## config.mk

```make
export PLATFORM = sky130hd
export DESIGN_NAME = icr_ctrl
export DESIGN_NICKNAME = d
export VERILOG_FILES = /design/src/verilog/icr_pkg.sv /design/src/verilog/icr_ctrl.sv
export SDC_FILE = /design/constraint.sdc
export NUM_CORES = 1
export LEC_CHECK = 0
export CAP_MARGIN = 20
export CELL_PAD_IN_SITES_DETAIL_PLACEMENT = 0
export CELL_PAD_IN_SITES_GLOBAL_PLACEMENT = 1
export CORE_MARGIN = 2
export CORE_UTILIZATION = 31
export CTS_CLUSTER_DIAMETER = 50
export DETAILED_ROUTE_END_ITERATION = 10
export DONT_BUFFER_PORTS = 1
export GPL_TIMING_DRIVEN = 0
export PLACE_DENSITY_LB_ADDON = 0.1
export RECOVER_POWER = 25
export SETUP_SLACK_MARGIN = 0.1
export SYNTH_ARGS = -nofsm -noshare
export SYNTH_HDL_FRONTEND = slang
export SYNTH_SLANG_ARGS = --single-unit
```

## constraint.sdc

```tcl
create_clock -name i_clk_sys -period 5.45 [get_ports i_clk_sys]
set_input_delay 0.545 -clock i_clk_sys [delete_from_list [all_inputs] [get_ports i_clk_sys]]
set_output_delay 0.545 -clock i_clk_sys [all_outputs]
set_load 0.05 [all_outputs]
```

## src/verilog/icr_pkg.sv

```systemverilog
/*
 * Constants of the control register block of an on-chip I2C controller.
 * Assumes a 20 MHz system clock and a plain register port with 12-bit addresses.
 */
package icr_pkg;
   // ************************************************************
   // Register map
   // ************************************************************
   localparam int          ADDR_W        = 12;
   localparam int          DATA_W        = 8;
   localparam logic [11:0] ADDR_DATA     = 12'h0f50;
   localparam logic [11:0] ADDR_STATUS   = 12'h0f51;
   localparam logic [11:0] ADDR_CONTROL  = 12'h0f52;
   localparam logic [11:0] ADDR_BAUD_HI  = 12'h0f53;
   localparam logic [11:0] ADDR_BAUD_LO  = 12'h0f54;

   // ************************************************************
   // Control register fields
   // ************************************************************
   localparam int          CTL_ENABLE    = 7;
   localparam int          CTL_START     = 6;
   localparam int          CTL_STOP      = 5;
   localparam int          CTL_BAUD_TIMER_IRQ_REQUEST      = 4;
   localparam int          CTL_TXI       = 3;
   localparam int          CTL_NAK       = 2;
   localparam int          CTL_FLUSH     = 1;
   localparam int          CTL_FILTER    = 0;
   localparam logic [7:0]  CTL_RESET     = 8'h00;

   // ************************************************************
   // Status register fields
   // ************************************************************
   localparam int          STS_TX_DATA_EMPTY_FLAG      = 7;
   localparam int          STS_ARBLOST   = 2;

   // ************************************************************
   // Baud reload and filter timing
   // ************************************************************
   localparam logic [7:0]  BAUD_RESET    = 8'h00ff;
   localparam logic [15:0] BAUD_ONE      = 16'h0001;
   localparam int          CLK_HZ        = 20_000_000;
   localparam int          FILT_DELAY    = 3;

   typedef enum logic [1:0] {
      ICR_IDLE,
      ICR_WAIT_DATA,
      ICR_REQUEST
   } icr_start_state_t;
endpackage

```

## src/verilog/icr_ctrl.sv

```systemverilog
/*
 * Control register logic of an I2C controller: control bits, start/stop/nak
 * requests, data holding register, baud timer and input spike filters.
 * Assumes a separate bus engine that reports byte, start and stop progress.
 */
// Chosen here: the strobed register port.
// What this block does
// - Enable bit switches controller on/off; filters run regardless, timer mode interrupts only while off.
// - Start, stop, nak set by one only.
// - Start issued as controller, then self-cleared.
// - Start waits for a loaded byte.
// - Start mid-byte gives repeated start afterwards.
// - Pending stop completes before start.
// - Start during target transfer cancelled, arbitration lost.
// - Stop sent after current byte completes.
// - Stop bit cleared after stop or disable.
// - Stop during target transfer cleared, none sent.
// - Baud timer request ignored while enabled.
// - Disabled timer mode interrupts at count one.
// - Tx empty interrupt gated by enable bit.
// - Nak bit answers next received byte.
// - Nak bit clears after nak or disable.
// - Flush empties data register, sets empty flag.
// - Flush bit always reads zero.
// - Filter bit enables SDA/SCL low-pass filters.
// - Filters reject pulses under two cycles.
// - Enabled filters delay inputs three cycles.
// - Data write clears tx empty flag.
// - Baud reload is sixteen bits from two bytes.
`timescale 1ns/100ps
module icr_ctrl (
   input  wire logic        i_clk_sys,
   input  wire logic        i_arst_n,
   input  wire logic [11:0] i_addr,
   input  wire logic [7:0]  i_wdata,
   input  wire logic        i_wr,
   input  wire logic        i_rd,
   output logic      [7:0]  o_rdata,
   input  wire logic        i_master_mode,
   input  wire logic        i_target_active,
   input  wire logic        i_byte_busy,
   input  wire logic        i_shift_full,
   input  wire logic        i_tx_take,
   input  wire logic        i_start_done,
   input  wire logic        i_stop_done,
   input  wire logic        i_nak_sent,
   input  wire logic        i_sda,
   input  wire logic        i_scl,
   output logic             o_enable,
   output logic             o_start_req,
   output logic             o_stop_req,
   output logic             o_nak_req,
   output logic      [7:0]  o_tx_byte,
   output logic             o_tx_valid,
   output logic             o_tx_empty_irq,
   output logic             o_baud_tick,
   output logic             o_baud_irq,
   output logic             o_sda_filt,
   output logic             o_scl_filt
);
   // ************************************************************
   // Register decode
   // ************************************************************
   logic       wr_ctl;
   logic       en_next;
   logic       en_q;
   logic       start_q;
   logic       stop_q;
   logic       nak_q;
   logic       baud_timer_irq_request_q;
   logic       txi_q;
   logic       filt_q;
   logic       tx_data_empty_flag_q;
   logic       arb_q;
   logic       arb_set;
   logic [7:0] data_q;
   logic [7:0] brh_q;
   logic [7:0] brl_q;
   logic [15:0] cnt_q;
   logic       start_go;
   logic       stop_go;

   function automatic logic hit(input logic [11:0] a, input logic [11:0] r);
      return a == r;
   endfunction

   assign wr_ctl  = i_wr && hit(i_addr, icr_pkg::ADDR_CONTROL);
   assign en_next = wr_ctl ? i_wdata[icr_pkg::CTL_ENABLE] : en_q;

   // ************************************************************
   // Plain control bits
   // ************************************************************
   always_ff @(posedge i_clk_sys or negedge i_arst_n) begin
      if (!i_arst_n) begin
         en_q   <= 1'b0;
         baud_timer_irq_request_q <= 1'b0;
         txi_q  <= 1'b0;
         filt_q <= 1'b0;
      end else if (wr_ctl) begin
         en_q   <= i_wdata[icr_pkg::CTL_ENABLE];
         baud_timer_irq_request_q <= i_wdata[icr_pkg::CTL_BAUD_TIMER_IRQ_REQUEST];
         txi_q  <= i_wdata[icr_pkg::CTL_TXI];
         filt_q <= i_wdata[icr_pkg::CTL_FILTER];
      end
   end

   // ************************************************************
   // Start request
   // ************************************************************
   // A write of one wins over any hardware clear in the same cycle.
   always_ff @(posedge i_clk_sys or negedge i_arst_n) begin
      if (!i_arst_n) begin
         start_q <= 1'b0;
      end else if (!en_next) begin
         start_q <= 1'b0;
      end else if (wr_ctl && i_wdata[icr_pkg::CTL_START]) begin
         start_q <= 1'b1;
      end else if (i_start_done || (start_q && i_target_active)) begin
         start_q <= 1'b0;
      end
   end

   // Stop first, a loaded byte, and no byte in flight.
   assign start_go = en_q && start_q && !stop_q && !i_target_active
                     && (!tx_data_empty_flag_q || i_shift_full)
                     && !i_byte_busy;

   // ************************************************************
   // Stop request
   // ************************************************************
   always_ff @(posedge i_clk_sys or negedge i_arst_n) begin
      if (!i_arst_n) begin
         stop_q <= 1'b0;
      end else if (!en_next) begin
         stop_q <= 1'b0;
      end else if (wr_ctl && i_wdata[icr_pkg::CTL_STOP]) begin
         stop_q <= 1'b1;
      end else if (i_stop_done || (stop_q && i_target_active)) begin
         stop_q <= 1'b0;
      end
   end

   assign stop_go = en_q && stop_q && i_master_mode && !i_target_active
                    && !i_byte_busy;

   // ************************************************************
   // Not-acknowledge request
   // ************************************************************
   always_ff @(posedge i_clk_sys or negedge i_arst_n) begin
      if (!i_arst_n) begin
         nak_q <= 1'b0;
      end else if (!en_next) begin
         nak_q <= 1'b0;
      end else if (wr_ctl && i_wdata[icr_pkg::CTL_NAK]) begin
         nak_q <= 1'b1;
      end else if (i_nak_sent) begin
         nak_q <= 1'b0;
      end
   end

   // ************************************************************
   // Data holding register and empty flag
   // ************************************************************
   always_ff @(posedge i_clk_sys or negedge i_arst_n) begin
      if (!i_arst_n) begin
         data_q <= 8'h00;
         tx_data_empty_flag_q <= 1'b1;
      end else if (wr_ctl && i_wdata[icr_pkg::CTL_FLUSH]) begin
         data_q <= 8'h00;
         tx_data_empty_flag_q <= 1'b1;
      end else if (i_wr && hit(i_addr, icr_pkg::ADDR_DATA)) begin
         data_q <= i_wdata;
         tx_data_empty_flag_q <= 1'b0;
      end else if (i_tx_take) begin
         tx_data_empty_flag_q <= 1'b1;
      end
   end

   // ************************************************************
   // Arbitration lost flag
   // ************************************************************
   // Set wins over the clear that a status read causes.
   assign arb_set = en_q && start_q && i_target_active;

   always_ff @(posedge i_clk_sys or negedge i_arst_n) begin
      if (!i_arst_n) begin
         arb_q <= 1'b0;
      end else if (arb_set) begin
         arb_q <= 1'b1;
      end else if (i_rd && hit(i_addr, icr_pkg::ADDR_STATUS)) begin
         arb_q <= 1'b0;
      end
   end

   // ************************************************************
   // Baud reload bytes and generator
   // ************************************************************
   always_ff @(posedge i_clk_sys or negedge i_arst_n) begin
      if (!i_arst_n) begin
         brh_q <= icr_pkg::BAUD_RESET;
         brl_q <= icr_pkg::BAUD_RESET;
      end else if (i_wr) begin
         if (hit(i_addr, icr_pkg::ADDR_BAUD_HI)) begin
            brh_q <= i_wdata;
         end
         if (hit(i_addr, icr_pkg::ADDR_BAUD_LO)) begin
            brl_q <= i_wdata;
         end
      end
   end

   // A reload of zero counts the full 65536 cycles through the wrap.
   always_ff @(posedge i_clk_sys or negedge i_arst_n) begin
      if (!i_arst_n) begin
         cnt_q       <= 16'h0000;
         o_baud_tick <= 1'b0;
         o_baud_irq  <= 1'b0;
      end else if (en_q || baud_timer_irq_request_q) begin
         o_baud_tick <= en_q && (cnt_q == icr_pkg::BAUD_ONE);
         o_baud_irq  <= !en_q && (cnt_q == icr_pkg::BAUD_ONE);
         if (cnt_q == icr_pkg::BAUD_ONE) begin
            cnt_q <= {brh_q, brl_q};
         end else begin
            cnt_q <= cnt_q - 16'h0001;
         end
      end else begin
         cnt_q       <= {brh_q, brl_q};
         o_baud_tick <= 1'b0;
         o_baud_irq  <= 1'b0;
      end
   end

   // ************************************************************
   // Input spike filters
   // ************************************************************
   // Two agreeing samples are needed, so a one-cycle glitch never passes.
   logic [1:0] sda_s_q;
   logic [1:0] scl_s_q;

   always_ff @(posedge i_clk_sys or negedge i_arst_n) begin
      if (!i_arst_n) begin
         sda_s_q    <= 2'b11;
         scl_s_q    <= 2'b11;
         o_sda_filt <= 1'b1;
         o_scl_filt <= 1'b1;
      end else begin
         sda_s_q <= {sda_s_q[0], i_sda};
         scl_s_q <= {scl_s_q[0], i_scl};
         if (!filt_q) begin
            o_sda_filt <= i_sda;
            o_scl_filt <= i_scl;
         end else begin
            if (sda_s_q[0] == sda_s_q[1]) begin
               o_sda_filt <= sda_s_q[1];
            end
            if (scl_s_q[0] == scl_s_q[1]) begin
               o_scl_filt <= scl_s_q[1];
            end
         end
      end
   end

   // ************************************************************
   // Registered outputs and read port
   // ************************************************************
   always_ff @(posedge i_clk_sys or negedge i_arst_n) begin
      if (!i_arst_n) begin
         o_enable       <= 1'b0;
         o_start_req    <= 1'b0;
         o_stop_req     <= 1'b0;
         o_nak_req      <= 1'b0;
         o_tx_byte      <= 8'h00;
         o_tx_valid     <= 1'b0;
         o_tx_empty_irq <= 1'b0;
      end else begin
         o_enable       <= en_q;
         o_start_req    <= start_go;
         o_stop_req     <= stop_go;
         o_nak_req      <= en_q && nak_q;
         o_tx_byte      <= data_q;
         o_tx_valid     <= en_q && !tx_data_empty_flag_q;
         o_tx_empty_irq <= en_q && txi_q && tx_data_empty_flag_q;
      end
   end

   always_ff @(posedge i_clk_sys or negedge i_arst_n) begin
      if (!i_arst_n) begin
         o_rdata <= 8'h00;
      end else if (!i_rd) begin
         o_rdata <= 8'h00;
      end else begin
         unique case (i_addr)
            icr_pkg::ADDR_CONTROL: o_rdata <= {en_q, start_q, stop_q, baud_timer_irq_request_q, txi_q,
                                               nak_q, 1'b0, filt_q};
            icr_pkg::ADDR_STATUS:  o_rdata <= {tx_data_empty_flag_q, 4'h0, arb_q, 2'b00};
            icr_pkg::ADDR_DATA:    o_rdata <= data_q;
            icr_pkg::ADDR_BAUD_HI: o_rdata <= brh_q;
            icr_pkg::ADDR_BAUD_LO: o_rdata <= brl_q;
            default:               o_rdata <= 8'h00;
         endcase
      end
   end
endmodule // icr_ctrl

```

==> reports/qor.txt <==
outcome -> finished, violations left
failing checks -> capacitance limit, slew limit
Leak -> 1.87 nW
final wirelength -> 9.07 mm
r2r setup slk -> 3280 ps
Post-CTS Hold Buffers -> 1
CP Class -> input pin to async pin
top cells by area, synth -> dfrtp_1 (39%), dfstp_2 (17%), mux2_2 (9.0%)
commonest cells in the netlist -> dfrtp_1 (56), mux2_2 (29), nor2_1 (26)
# resized after CTS -> 0
Worst-Margin Slew -> 3080 ps
Tcrit/Tclk final -> 54.7%
Slew HR -> -106%
fin nets -> 327
Non-Filler Cell Area, Final -> 0.00408 mm2
vias in the first global route -> 2409
H-Tree Depth -> 3
DRT Pass-1 Iters -> 4
via count -> 2248
P per Cell Area -> 298 mW/mm2
post-CTS setup buffers -> 0
maxcap violations -> 1
Port Buffer Count -> 0
footprint of the multi-input gates -> 0.00151 mm2
Gate power share -> 3.2%
Final Hold Fails -> 0
register area -> 0.00201 mm2
part of the power in the clock network -> 47.5%
Seq pwr share -> 49.3%
top-count cell post-synth -> dfrtp_1
gr usage total -> 15.6%
Critical path origin -> i_arst_n
Critical Path End -> o_tx_byte[1]$_DFF_PN0_
average size of a mapped cell -> 12.9 um2
core area -> 0.0114 mm2
area share of xor/xnor cells in the synthesized design -> 2.67%
CP max FO -> 56
Psw -> 0.287 mW
Worst path depth -> 1
largest family of logic cells by synthesized area -> multiplexers
Adder-Cell Fraction of Synth Area -> 1.25%
clock root buffer -> clkbuf_16
CTS buffer count -> 9
Startpoint Class -> input pin
gr ovfl total -> 0
Synth area leader -> dfrtp_1
unrepaired setup endpoints after global routing -> no
share of the synthesized area in the top cell type -> 38.8%
number of antenna violations at the first check in global routing -> 2
syn_nets -> 315
Starting Density -> 31.6%
Async S/R FF share, synth -> 100%
Netlist cell types -> 53
worst flop-to-flop path endpoint -> cnt_q[13]$_DFF_PN0_
Die ar. -> 0.0125 mm2
Final setup viols -> 0
fraction of layout cells with a size suffix above 1 -> 32.4%
Seq cells post-synth -> 79
global-route wire length before repair -> 14.4 mm
Max VDD drop -> 0.208 mV
Die H -> 112 um
CP max stage cell -> clkbuf_1
clk slew on worst S/H paths -> 60 ps
Slew Limit Fails -> 57
Compound-Gate Fraction of Synth Area -> 6.48%
post-synthesis mux area share -> 15.8%
Final Wtd Congestion -> 0.731
synthesized area -> 0.00361 mm2
Buf/Inv on CP -> 1
Post-route DRC -> 0
clk_lat worst skew -> 340 ps
Rows -> 39
Post-Route Skew -> 2.43 ps
worst reg-to-reg path cell count -> 5
Arr. time, crit path -> 2750 ps
first-iteration detailed-routing DRC count -> 131
delay of the slowest critical-path stage -> 2140 ps
Post-Synth Simple-Gate Area -> 15.6%
top_reg_cell synth -> dfrtp_1
Cell Area, Placed -> 0.00379 mm2
clk sink count -> 79
number of vias per cell -> 5.10
dpl hpwl -> 6.37 mm
P_int -> 0.932 mW
WL/cell -> 20.6 um
sequential area share after synthesis -> 55.5%
Top delay family on crit path -> buffers and inverters
yosys warns -> 0
Detail Route Antenna Nets -> 0
Area growth syn-to-layout -> 13.1%
Syn Inst Count -> 279
Req. time, crit path -> 5220 ps
RR Startpoint -> cnt_q[4]$_DFF_PN0_
Die Wd -> 112 um
Tmin final -> 2980 ps
max frequency -> 335 MHz
setup TNS -> 0 ps
deepest clock path buffer count -> 2
CP cell instances -> clkbuf_1
largest net degree at the start of global routing -> 57
Post-synth EDFFs -> 0
I/O pins -> 60
Switching Fraction -> 23.5%
Critical Path Sink Type -> async pin
CTS tree -> done
worst min path class -> input pin to async pin
filler cell count -> 1137
==> per-layer routing <==
metal  share of wire (%)  track usage (%)
met1                  48             21.2
met2                  46             23.1
met3                 5.2             6.31
met4                 1.0             4.15
met5                   0                0
==> how the worst min path moves through the flow <==
stage                     depth (start not counted)                      to  slack [ps]
after global placement                            0     cnt_q[11]$_DFF_PN0_         250
after CTS                                         0    brh_q[0]$_DFFE_PN1P_          30
final                                             0    brl_q[4]$_DFFE_PN1P_          50
after floorplan                                   0       arb_q$_DFFE_PN0P_         250
after global routing                              0  o_scl_filt$_DFFE_PN1P_          20
after detailed placement                          0    o_baud_irq$_DFF_PN0_         250
==> power groups by stage <==
| stage | logic, mW | clock network [mW] | registers (mW) |
|---|---|---|---|
| 4_1_cts | 0.0425 | 0.599 | 0.601 |
| 3_3_place_gp | 0.0309 | 0 | 0.611 |
| 6_report | 0.0389 | 0.579 | 0.601 |
| 5_1_grt | 0.0447 | 0.625 | 0.601 |
| 2_1_floorplan | 0.0247 | 0 | 0.610 |
| 3_5_place_dp | 0.0310 | 0 | 0.611 |
==> worst register-to-register path: cells and delay by family (launching register included) <==
kind	cells	cell delay, ps
and+or+nand+nor	3	1140
DFF	1	430
buffers and inverters	1	180
muxes	1	310
==> stage by stage <==
| step | worst slack, ps | cells | util, % | hold WS, ps | total power [mW] |
|---|---|---|---|---|---|
| finish | 2470 | 441 | 35.8 | 46.4 | 1.22 |
| detailed placement | 3020 | 422 | 33.2 | 253 | 0.642 |
| floorplan | 3570 | 279 | - | 249 | 0.635 |
| CTS | 3250 | 439 | 35.9 | 28.5 | 1.24 |
| global placement | 2920 | 422 | 33.2 | 253 | 0.642 |
| global route | 1600 | 440 | 35.7 | 21.3 | 1.27 |
==> cell usage in the layout, fill, tap and decap left out, drive strengths merged, types with 3 or more instances in the layout <==
cell type	synthesis	final
nand2	10	10
inv	7	9
a21oi	5	5
mux2i	11	11
nand3	6	6
nand4	10	10
a41oi	3	3
mux2	38	38
nor2b	3	3
nor4	6	6
nor2	26	26
dfrtp	56	56
nor3b	4	4
o21ai	6	6
buf	6	6
o2bb2ai	3	3
dfstp	23	23
clkbuf	6	18
nor4b	3	3
xnor2	9	9
nor3	4	4
a222oi	5	5
==> cell families (layout without fill, tap and decap cells) <==
family,Yosys count,in the layout
AO/OA/AOI/OAI,31,31
flip-flops,79,79
multiplexers,49,49
AND/OR/NAND/NOR,86,86
adder cells (fa/ha/maj),4,4
other,0,2
XOR/XNOR,11,11
buffers and inverters,19,36
==> state kept, by name, summed over array words and instances, names as in the netlist, 2 cells and up <==
signal and count:
data_q 8, o_tx_byte 8, cnt_q 16, o_rdata 8, brh_q 8, brl_q 8
sda_s_q 2, scl_s_q 2
==> cell type report <==
| cell class | count | area share [%] |
|---|---|---|
| Timing Repair Buffer | 1 | 0.0919 |
| Antenna cell | 2 | 0.123 |
| Clock inverter | 5 | 1.01 |
| Inverter | 7 | 0.643 |
| Clock buffer | 11 | 5.94 |
| Tap cell | 143 | 4.38 |
| Buffer | 12 | 1.69 |
| Sequential cell | 79 | 49.1 |
| Multi-Input combinational cell | 181 | 37.0 |
Power figures use the tool's default switching activity.
